<file path="src/hw/spg_pkg.sv">
// Shared constants and types for the stepper pattern generator
package spg_pkg;

    // Register addresses on the plain register port
    localparam logic [7:0] ADDR_TRIG_SEL = 8'h4a;
    localparam logic [7:0] ADDR_CTRL = 8'h4b;
    localparam logic [7:0] ADDR_CH0 = 8'h4c;
    localparam logic [7:0] ADDR_CH1 = 8'h4d;
    localparam logic [7:0] ADDR_FUNC_LO = 8'h4e;
    localparam logic [7:0] ADDR_FUNC_HI = 8'h4f;

    // Control register: one nibble per channel, channel one on top
    localparam int CTL_CH_W = 4;
    localparam int CTL_MODE = 0;
    localparam int CTL_HALF = 1;
    localparam int CTL_DIR = 2;
    localparam int CTL_PAT = 3;

    // Trigger select register: two bits per channel
    localparam int TSEL_CH_W = 2;

    // Channel data register layout
    localparam int DATA_LATCH_LSB = 4;
    localparam int DATA_ALT_LSB = 0;

    // Port function registers: two bits per pin, upper one picks pattern
    localparam int FUNC_PIN_W = 2;
    localparam int FUNC_PAT_BIT = 1;

    // Reset values
    localparam logic [7:0] CTRL_RST = 8'h00;
    localparam logic [7:0] TSEL_RST = 8'h00;
    localparam logic [7:0] FUNC_RST = 8'h00;
    localparam logic [3:0] LATCH_RST = 4'h0;
    localparam logic [3:0] ALT_RST = 4'h0;
    localparam logic [7:0] RDATA_IDLE = 8'h00;

    // Trigger source of a channel
    typedef enum logic [1:0] {
        SRC_TMR_EVEN = 2'b00,
        SRC_TMR_ODD = 2'b01,
        SRC_WIDE = 2'b11,
        SRC_NONE = 2'b10
    } spg_src_t;

    // Operating mode of an eight-bit timer pair
    typedef enum logic [1:0] {
        TM8_8BIT = 2'b00,
        TM8_16BIT = 2'b01,
        TM8_PPG = 2'b10,
        TM8_PWM = 2'b11
    } spg_tm8_mode_t;

    // Register port request
    typedef struct packed {
        logic [7:0] addr;
        logic [7:0] wdata;
        logic wr;
        logic rd;
    } spg_bus_t;

    // Eight-bit timer status, pair 0 = timers 0/1, pair 1 = timers 2/3
    typedef struct packed {
        logic [3:0] match;
        logic [1:0] flop_inv_en;
        spg_tm8_mode_t mode1;
        spg_tm8_mode_t mode0;
    } spg_tm8_t;

    // Sixteen-bit timer status
    typedef struct packed {
        logic match_b;
        logic cmp_b_trig_en;
        logic cmp_b_alt_trig_en;
    } spg_wide_t;

endpackage

</file>
<file path="src/hw/spg_stepper_pattern_generator.sv">
// Two-channel stepping motor / pattern generator with port pin mux
// Functional notes
// - Two independent 4-bit channels, each with own trigger, direction, mode.
// - Channel 0 triggers from timer 0/1 or 4; channel 1 from 2/3 or 4.
// - Stepping modes shift the latch once per trigger rising edge onto pins.
// - Direction 0 moves bit 0 toward 3; direction 1 moves bit 3 toward 0.
// - One- and two-phase modes ignore the alternate register.
// - Half-step rotates latch and alternate as ring b7 b3 b6 b2 b5 b1 b4 b0.
// - Pattern mode blocks latch writes; shifting as in half-step.
// - Data register: latch bits 7..4 write-only, alternate bits 3..0 r/w.
// - Pair in PPG mode triggers on cycle match only, not duty match.
// - Timer in PWM mode gives no shift trigger.
// - Eight-bit timer triggers pass only while flop inversion is enabled.
// - Wide timer trigger on compare B match, needing an enable bit set.
// - Each shared pin chooses port or pattern output individually.
//
// The address-and-strobe port was decided locally.
`timescale 1ns/1ps

module spg_stepper_pattern_generator
    import spg_pkg::*;
(
    input wire logic clk, // System clock
    input wire logic srst, // Synchronous reset, active high
    input wire spg_bus_t bus, // Register port request
    output logic [7:0] rdata, // Read data, cycle after read strobe
    input wire spg_tm8_t tm8, // Eight-bit timer status
    input wire spg_wide_t wide, // Sixteen-bit timer status
    input wire logic [7:0] port_data, // Ordinary port output values
    output logic [7:0] shared_port_six, // Pin output values
    output logic [7:0] pin_pattern_sel, // Pin carries pattern output
    output logic [3:0] pattern_chan_zero, // Channel zero latch
    output logic [3:0] pattern_chan_one // Channel one latch
);

    // Address match shared by read and write decode
    function automatic logic addr_hit(input logic [7:0] a, input logic [7:0] t);
        addr_hit = (a == t);
    endfunction

    // Interleave latch and alternate into the half-step ring
    function automatic logic [7:0] ring_pack(input logic [3:0] l, input logic [3:0] s);
        ring_pack = {l[3], s[3], l[2], s[2], l[1], s[1], l[0], s[0]};
    endfunction

    // Trigger from an eight-bit timer pair by its mode
    function automatic logic pair_trig(
        input logic m_even,
        input logic m_odd,
        input logic inv_en,
        input spg_tm8_mode_t md,
        input spg_src_t src
    );
        logic ev;
        ev = 1'b0;
        // Cascaded and PPG pairs step on the odd timer's cycle match only
        unique case (md)
            TM8_8BIT: ev = (src == SRC_TMR_EVEN) ? m_even : m_odd;
            TM8_16BIT: ev = m_odd;
            TM8_PPG: ev = m_odd;
            TM8_PWM: ev = 1'b0;
        endcase
        // Gate by the pair's flop inversion enable
        pair_trig = ev & inv_en;
    endfunction

    // Shared control state
    logic [7:0] ctrl_ff;
    logic [7:0] nxt_ctrl;
    logic [7:0] tsel_ff;
    logic [7:0] nxt_tsel;
    logic [15:0] func_ff;
    logic [15:0] nxt_func;

    // Registered outputs
    logic [7:0] rdata_ff;
    logic [7:0] nxt_rdata;
    logic [7:0] pins_ff;
    logic [7:0] nxt_pins;
    logic [7:0] psel_ff;
    logic [7:0] nxt_psel;

    // Channel latches and alternates gathered for the read and pin muxes
    wire [7:0] latch_all;
    wire [7:0] alt_all;

    // Write strobes of the shared registers
    logic wr_ctrl;
    logic wr_tsel;
    logic wr_flo;
    logic wr_fhi;

    // Write decode for shared registers
    always_comb begin
        wr_ctrl = bus.wr & addr_hit(bus.addr, ADDR_CTRL);
        wr_tsel = bus.wr & addr_hit(bus.addr, ADDR_TRIG_SEL);
        wr_flo = bus.wr & addr_hit(bus.addr, ADDR_FUNC_LO);
        wr_fhi = bus.wr & addr_hit(bus.addr, ADDR_FUNC_HI);
    end

    // Next values of shared configuration
    always_comb begin
        nxt_ctrl = ctrl_ff;
        nxt_tsel = tsel_ff;
        nxt_func = func_ff;
        // Unmapped addresses match no strobe and change nothing
        if (wr_ctrl) begin
            nxt_ctrl = bus.wdata;
        end
        if (wr_tsel) begin
            nxt_tsel = bus.wdata;
        end
        if (wr_flo) begin
            nxt_func[7:0] = bus.wdata;
        end
        if (wr_fhi) begin
            nxt_func[15:8] = bus.wdata;
        end
    end

    // Shared configuration registers
    always_ff @(posedge clk) begin
        if (srst) begin
            // Reset leaves every pin in port use and both channels idle
            ctrl_ff <= CTRL_RST;
            tsel_ff <= TSEL_RST;
            func_ff <= {FUNC_RST, FUNC_RST};
        end else begin
            ctrl_ff <= nxt_ctrl;
            tsel_ff <= nxt_tsel;
            func_ff <= nxt_func;
        end
    end

    // Per-channel trigger, shifter and data register
    generate
        for (genvar c = 0; c < 2; c++) begin : g_chan
            // Trigger path
            logic [3:0] ctl;
            spg_src_t src;
            logic raw_trig;
            logic trig_prev_ff;
            logic nxt_trig_prev;
            logic step;
            logic wr_data;
            logic pat_mode;

            // Latch, alternate and half-step ring
            logic [3:0] latch_ff;
            logic [3:0] alt_ff;
            logic [3:0] nxt_latch;
            logic [3:0] nxt_alt;
            logic [7:0] ring;
            logic [7:0] ring_sh;

            // Channel slices of the shared registers and its data strobe
            assign ctl = ctrl_ff[c*CTL_CH_W +: CTL_CH_W];
            assign src = spg_src_t'(tsel_ff[c*TSEL_CH_W +: TSEL_CH_W]);
            assign pat_mode = ctl[CTL_MODE] & ctl[CTL_PAT];
            assign wr_data = bus.wr & addr_hit(bus.addr, c ? ADDR_CH1 : ADDR_CH0);

            // Select the channel's trigger source
            always_comb begin
                raw_trig = 1'b0;
                unique case (src)
                    SRC_TMR_EVEN, SRC_TMR_ODD: begin
                        raw_trig = pair_trig(tm8.match[2*c], tm8.match[2*c+1],
                            tm8.flop_inv_en[c], c ? tm8.mode1 : tm8.mode0, src);
                    end
                    SRC_WIDE: begin
                        raw_trig = wide.match_b
                            & (wide.cmp_b_trig_en | wide.cmp_b_alt_trig_en);
                    end
                    SRC_NONE: raw_trig = 1'b0;
                endcase
            end

            // One step per rising edge of the selected trigger
            // A held trigger level steps once; it must fall before the next
            assign step = raw_trig & ~trig_prev_ff;

            // Trigger history for the edge detector
            always_comb begin
                nxt_trig_prev = raw_trig;
            end

            // Trigger history register; clears low to match an idle trigger
            always_ff @(posedge clk) begin
                if (srst) begin
                    trig_prev_ff <= 1'b0;
                end else begin
                    trig_prev_ff <= nxt_trig_prev;
                end
            end

            // Rotate the half-step ring in the chosen direction
            always_comb begin
                ring = ring_pack(latch_ff, alt_ff);
                // Normal turn moves r0 toward carrying latch bit 0 up to bit 3
                if (ctl[CTL_DIR]) begin
                    ring_sh = {ring[0], ring[7:1]};
                end else begin
                    ring_sh = {ring[6:0], ring[7]};
                end
            end

            // Next latch and alternate values
            always_comb begin
                nxt_latch = latch_ff;
                nxt_alt = alt_ff;
                if (ctl[CTL_MODE] && step) begin
                    if (ctl[CTL_HALF] || ctl[CTL_PAT]) begin
                        nxt_latch = {ring_sh[7], ring_sh[5], ring_sh[3], ring_sh[1]};
                        nxt_alt = {ring_sh[6], ring_sh[4], ring_sh[2], ring_sh[0]};
                    end else if (ctl[CTL_DIR]) begin
                        nxt_latch = {latch_ff[0], latch_ff[3:1]};
                    end else begin
                        nxt_latch = {latch_ff[2:0], latch_ff[3]};
                    end
                end
                // Software write overrides the shift for written fields
                // In pattern mode the latch keeps shifting while the alternate refills
                if (wr_data) begin
                    nxt_alt = bus.wdata[DATA_ALT_LSB +: 4];
                    if (!pat_mode) begin
                        nxt_latch = bus.wdata[DATA_LATCH_LSB +: 4];
                    end
                end
            end

            // Channel state registers
            always_ff @(posedge clk) begin
                if (srst) begin
                    latch_ff <= LATCH_RST;
                    // Alternate has no defined power-up value; cleared for repeatability
                    alt_ff <= ALT_RST;
                end else begin
                    latch_ff <= nxt_latch;
                    alt_ff <= nxt_alt;
                end
            end

            // Gather channel state for the read and pin muxes
            assign latch_all[c*4 +: 4] = latch_ff;
            assign alt_all[c*4 +: 4] = alt_ff;
        end
    endgenerate

    // Read mux; latch half reads as zero
    // The latch half is write-only, so a read-modify-write would clear it
    always_comb begin
        nxt_rdata = RDATA_IDLE;
        if (bus.rd) begin
            if (addr_hit(bus.addr, ADDR_CH0)) begin
                nxt_rdata = {4'h0, alt_all[3:0]};
            end else if (addr_hit(bus.addr, ADDR_CH1)) begin
                nxt_rdata = {4'h0, alt_all[7:4]};
            end else if (addr_hit(bus.addr, ADDR_CTRL)) begin
                nxt_rdata = ctrl_ff;
            end else if (addr_hit(bus.addr, ADDR_TRIG_SEL)) begin
                nxt_rdata = tsel_ff;
            end else if (addr_hit(bus.addr, ADDR_FUNC_LO)) begin
                nxt_rdata = func_ff[7:0];
            end else if (addr_hit(bus.addr, ADDR_FUNC_HI)) begin
                nxt_rdata = func_ff[15:8];
            end
        end
    end

    // Pin mux, one function bit per pin
    // Pin select is registered beside the pins so both change on one edge
    always_comb begin
        for (int i = 0; i < 8; i++) begin
            nxt_psel[i] = func_ff[i*FUNC_PIN_W + FUNC_PAT_BIT];
            nxt_pins[i] = nxt_psel[i] ? latch_all[i] : port_data[i];
        end
    end

    // Output registers
    // Read data falls back to zero when no read is pending
    always_ff @(posedge clk) begin
        if (srst) begin
            rdata_ff <= RDATA_IDLE;
            pins_ff <= 8'h00;
            psel_ff <= 8'h00;
        end else begin
            rdata_ff <= nxt_rdata;
            pins_ff <= nxt_pins;
            psel_ff <= nxt_psel;
        end
    end

    // Ports straight from flip-flops
    assign rdata = rdata_ff;
    assign shared_port_six = pins_ff;
    assign pin_pattern_sel = psel_ff;
    assign pattern_chan_zero = latch_all[3:0];
    assign pattern_chan_one = latch_all[7:4];

endmodule

</file>
<file path="config.mk">
export PLATFORM = sky130hd
export DESIGN_NAME = spg_stepper_pattern_generator
export DESIGN_NICKNAME = d
export VERILOG_FILES = /design/src/hw/spg_pkg.sv /design/src/hw/spg_stepper_pattern_generator.sv
export SDC_FILE = /design/constraint.sdc
export NUM_CORES = 1
export LEC_CHECK = 0
export ABC_CLOCK_PERIOD_IN_PS = 5700
export BUFFER_PORTS_ARGS = -buffer_cell sky130_fd_sc_hd__buf_2
export CAP_MARGIN = 20
export CORE_ASPECT_RATIO = 1.5
export CORE_MARGIN = 2
export CORE_UTILIZATION = 38
export DETAILED_ROUTE_END_ITERATION = 10
export SYNTH_ARGS = -nofsm -noshare
export SYNTH_HDL_FRONTEND = slang
export SYNTH_SLANG_ARGS = --single-unit
</file>
<file path="constraint.sdc">
create_clock -name clk -period 5.7 [get_ports clk]
set_clock_uncertainty 0.15 [all_clocks]
set_input_delay 0.57 -clock clk [delete_from_list [all_inputs] [get_ports clk]]
set_output_delay 0.57 -clock clk [all_outputs]
set_load 0.05 [all_outputs]
</file>
Yosys cells after proc, flatten, opt, wreduce, memory -nomap -nowiden
Index checks and enable logic that the tools add are counted.
{ "word_totals": {"reg_bits": 74, "inputBits": 41, "output_inout_bits": 32, "wordCells": 109} }
{ "op_classes": {"eq_ne": 18, "n_mux": 40, "bitwise": 17, "n_reduce_logical": 20} }
{ "op_table": {"columns": ["operator", "count"], "rows": [
  ["4-bit two-way mux", 18],
  ["8-bit by 7-bit == test with 1-bit output, second input constant", 6],
  ["8-bit two-way mux", 6],
  ["2-bit == test, second input constant", 8],
  ["1-bit bitwise AND", 13],
  ["1-bit two-way mux", 12],
  ["1-bit case mux with 3 select lines", 4],
  ["2-bit OR reduction", 5],
  ["2-bit by 1-bit == test with 1-bit output, second input constant", 4],
  ["2-bit zero test", 4],
  ["2-bit nonzero test", 4],
  ["2-bit AND reduction", 2],
  ["4-bit OR reduction", 1],
  ["1-bit NOT", 3],
  ["1-bit logical AND", 2],
  ["1-bit logical OR", 2],
  ["1-bit OR", 1]
]} }

Logic depth before layout (Yosys ltp)
{ "logic_depth": {"word_depth": 11, "mapped_depth": 8, "depth_no_buf": 7} }

Worst setup path after synthesis
No wires, ideal clock.
{ "synth_path": {"path_kind": "input -> register", "from": "input tm8[0] (netlist name)", "to": "register g_chan[0].alt_ff[2]", "setup_ns": 0.074, "t_arrival_ns": 2.110, "required_ns": 5.476, "path_slack_ns": 3.365, "stages": 8, "n_path_buf": 1, "cell_sequence": "inv_1 > ha_1 > mux2i_1 > and4bb_1 > o311ai_2 > buf_6 > or4_1 > a31oi_1"} }
{ "synth_between": {"elab_chain_cells": 10, "word_cells_on_any_way": 13, "cone_classes": "3 x eq/ne; 3 x mux; 2 x bitwise; 5 x reduce/logical"} }
{ "synth_lines": {"columns": ["item", "line_no", "text"], "rows": [
  ["from (decl)", "spg_stepper_pattern_generator.sv:27", "input wire spg_tm8_t tm8,"],
  ["2-bit == test or 2-bit by 1-bit == test with 1-bit output (tied branches)", "spg_stepper_pattern_generator.sv:57", "unique case (md)"],
  ["2-bit OR reduction (no source line)", null, null],
  ["1-bit case mux with 3 select lines *", "spg_stepper_pattern_generator.sv:57", null],
  ["1-bit two-way mux *", "spg_stepper_pattern_generator.sv:165", "unique case (src)"],
  ["1-bit bitwise AND *", "spg_stepper_pattern_generator.sv:64", "pair_trig = ev & inv_en;"],
  ["1-bit case mux with 3 select lines *", "spg_stepper_pattern_generator.sv:165", null],
  ["1-bit bitwise AND *", "spg_stepper_pattern_generator.sv:180", "assign step = raw_trig & ~trig_prev_ff;"],
  ["1-bit logical AND *", "spg_stepper_pattern_generator.sv:211", "if (ctl[CTL_MODE] && step) begin"],
  ["2-bit nonzero test (no source line) *", null, null],
  ["2-bit AND reduction (no source line) *", null, null],
  ["to (signal assigned)", "spg_stepper_pattern_generator.sv:239", "alt_ff <= nxt_alt;"],
  ["to (decl)", "spg_stepper_pattern_generator.sv:150", "logic [3:0] alt_ff;"]
]} }
Every way passes the cells marked *; elsewhere a longest branch is shown, timed or not. The select of a mux whose other input is x is not followed.
A chain may end at the register's enable or synchronous reset.

Worst setup path in the final report
{ "layout_path": {"from": "input tm8[0] (netlist name)", "to": "register g_chan[0].latch_ff[1], in the netlist pattern_chan_zero[1]"} }
{ "layout_between": {"elab_chain_cells": 11, "word_cells_on_any_way": 14, "cone_classes": "3 x eq/ne; 6 x mux; 2 x bitwise; 3 x reduce/logical"} }
{ "layout_lines": {"columns": ["item", "line_no", "text"], "rows": [
  ["2-bit == test or 2-bit by 1-bit == test with 1-bit output (tied branches)", "spg_stepper_pattern_generator.sv:57", null],
  ["2-bit OR reduction (no source line)", null, null],
  ["1-bit case mux with 3 select lines *", "spg_stepper_pattern_generator.sv:57", null],
  ["1-bit two-way mux *", "spg_stepper_pattern_generator.sv:165", null],
  ["1-bit bitwise AND *", "spg_stepper_pattern_generator.sv:64", null],
  ["1-bit case mux with 3 select lines *", "spg_stepper_pattern_generator.sv:165", null],
  ["1-bit bitwise AND *", "spg_stepper_pattern_generator.sv:180", null],
  ["1-bit logical AND *", "spg_stepper_pattern_generator.sv:211", null],
  ["4-bit two-way mux *", "spg_stepper_pattern_generator.sv:211", null],
  ["4-bit two-way mux", "spg_stepper_pattern_generator.sv:225", "if (!pat_mode) begin"],
  ["4-bit two-way mux *", "spg_stepper_pattern_generator.sv:223", "if (wr_data) begin"],
  ["to (signal assigned)", "spg_stepper_pattern_generator.sv:238", "latch_ff <= nxt_latch;"],
  ["to (decl)", "spg_stepper_pattern_generator.sv:149", "logic [3:0] latch_ff;"]
]} }
Marked as above.

==> out/metrics.yaml <==
synth-edff-count: 0
cts_tree: "built"
via_per_inst: 5.44
vias: 2840
dp.cells: 506
hp-class: "flip-flop to flip-flop"
die_area_mm2: 0.0100
async_flop_share: 0
diodes: 0
drt-initial-drc-count: 175
cp.arrival_ps: 2560
die_w_um: 82.3
insertion_delay_ps: 330
antenna_found_initial: 0
ant_nets: 0
fin_cells: 522
grt_max_degree: 64
fin_nets: 451
area_growth_pct: 20.4
netlist_area_mm2: 0.00350
p_clk_frac: 0.493
drt_pass1_iterations: 4
hold_buffers: 0
powerDensity_mw_per_mm2: 280
setup_tns_ps: 0
cp-end-kind: "flip-flop"
syn_inst: 344
rows: 42
peakVddDrop_uv: 176
synthFlopType: "dfxtp_1"
grt_pass1_vias: 2863
power_frac_comb: 0.063
hold_viol: 0
totalWireLength_um: 9400
coreArea_mm2: 0.00888
start_util: 0.394
yosysWarningCount: 0
grt-busiest-layer: "met2"
setup_viol: 0
yosys.area.top_type: "dfxtp_1"
grt_use_met3: 0.0484
synth_nets: 387
synth.area.top_cells: "dfxtp_1 (42%), mux2i_1 (14%), mux4_2 (10%), nor2_1 (4.6%), nand2_1 (2.5%)"
grt_usage: 0.203
ys_seq_elements: 74
crit_required_ps: 5770
pwr-share-seq: 0.444
crit_type: "primary input to flip-flop"
start_kind: "primary input"
post_cts_buffers: 0
rsz0062_at_grt: "false"
place_congestion: 0.829
post-route-period-util: 0.436
grt-ovfl-total: 0
ios: 73
dp_hpwl_um: 6730
numCtsBuffers: 9
grtUsageMet1: 0.245
grt_pass1_wl_um: 14900
clock_sinks: 74
p_int_mw: 0.920
post_cts_resized: 0
worst_pin_slew_ps: 1040
status: "complete, no violations"
drc_errors: 0
fin_crit_ps: 2480
power_leakage_nw: 1.76
synth_area_per_cell_um2: 10.2
drt-wirelength-per-cell_um: 18.0
synth.top_cell.area_share: 0.423
clockBufferDepth: 2
max_freq_ghz: 0.403
slew_headroom: 0.309
met2_usage: 0.349
finalMaxSlewViolations: 0
ys_types: 44
clk_pin_slew_ps: 60
synth-seq-area-share: 0.423
clockRootBuffer: "clkbuf_16"
cp_max_fo: 12
maxCapViolCount: 0
port_buffers: 72
switching_power_mw: 0.261
fp.dieH_um: 122
swShare: 0.221
h-tree-depth: 3
drive_above_1_share: 0.262
state kept, by name, summed over array words and instances (netlist names):
name and cells:
g_chan.trig_prev_ff 2, pattern_chan_zero 4, tsel_ff 8, func_ff 16
rdata 8, pattern_chan_one 4, shared_port_six 8, ctrl_ff 8
pin_pattern_sel 8, g_chan.alt_ff 8
cell families (layout without fill, tap and decap cells):
family / after synthesis / after routing / synth area share
compound gates: 41 / 41 / 0.0848
simple gates: 131 / 131 / 0.195
mux: 67 / 67 / 0.249
flops: 74 / 74 / 0.423
buf+inv: 29 / 97 / 0.0401
fa+ha+maj: 2 / 2 / 0.00715
cells in the mapped netlist (3+ instances only):
library cell  number
a31oi_1            4
nor2_1            43
dfxtp_1           74
nor3_1             6
or4_1              4
o311ai_1           4
clkbuf_1          11
nand2b_1           9
nand3_1           15
nand2_1           23
a22o_1             4
inv_1              8
and3_1             4
nor2b_1           11
mux4_2            16
buf_6              3
a32oi_1            3
a21oi_1           10
o22ai_1            6
buf_2              4
mux2i_1           50
o211ai_1           4
metrics by stage:
stage / utilization / hold slack [ps] / setup slack (ps) / total power, mW / area, um2
finish: 0.474 / 306 / 3220 / 1.18 / 4210
global route: 0.474 / 325 / 3040 / 1.22 / 4210
CTS: 0.474 / 306 / 2910 / 1.19 / 4210
detailed placement: 0.439 / 298 / 2580 / 0.611 / 3900
global placement: 0.439 / 294 / 2700 / 0.609 / 3900
floorplan: - / 281 / 3370 / 0.580 / 3500
power by group through the flow:
stage / registers (mW) / logic, mW / clock network (mW)
floorplan: 0.546 / 0.0332 / 0
global placement: 0.536 / 0.0734 / 0
detailed placement: 0.536 / 0.0748 / 0
CTS: 0.525 / 0.0749 / 0.590
global route: 0.525 / 0.0811 / 0.612
finish: 0.525 / 0.0746 / 0.582
layout make-up:
class | count | area (um2)
fillers | 836 | 4670
clock inverters | 2 | 35.0
well taps | 110 | 138
clock buffers | 13 | 270
multi-input cells | 241 | 1880
inverters | 8 | 30.0
repair buffers | 74 | 375
flip-flops and latches | 74 | 1480
worst max-delay path, stage by stage:
cell	delay, ps
buf_2	100
inv_1	50
ha_1	180
mux2i_1	170
and4bb_1	240
o311ai_2	840
mux2i_1	320
o21ai_1	70
path summary, 6_finish.rpt:
check,startpoint,endpoint,slack [ps],depth (start not counted)
worst max-delay path,tm8[0],pattern_chan_zero[1]$_SDFF_PP0_,3220,8
worst min-delay path,func_ff[2]$_SDFFE_PP0P_,func_ff[2]$_SDFFE_PP0P_,310,2
worst max register to register,tsel_ff[0]$_SDFFE_PP0P_,pattern_chan_zero[1]$_SDFF_PP0_,3480,5
worst min register to register,func_ff[2]$_SDFFE_PP0P_,func_ff[2]$_SDFFE_PP0P_,310,2
layout by cell type, fill, tap and decap left out, types with 2 or more instances in the layout:
master     instances
ha_1               2
or3_1              2
clkbuf_8           3
and3_1             4
nor2b_1           11
inv_1              8
a32oi_1            3
nor3_1             6
mux2i_1           50
buf_2             72
a21oi_1           10
nor2_1            43
o311ai_1           4
or4_1              4
mux4_2            16
dfxtp_1           74
o211ai_1           4
o21ai_1            2
clkbuf_16          9
nand4b_1           2
o22ai_1            6
a22o_1             4
o2111a_1           2
nand2_1           23
a31oi_1            4
nand3_1           15
nand2b_1           9
routing by layer:
| metal | vias to the layer above | routed length [um] | part of all wire |
|---|---|---|---|
| met5 | - | 0 | 0 |
| met4 | 0 | 88 | 0.0094 |
| met3 | 9 | 365 | 0.039 |
| met2 | 67 | 5090 | 0.54 |
| met1 | 1383 | 3850 | 0.41 |
| li1 | 1381 | - | - |
Note: power is estimated with default switching activity, not from simulation.
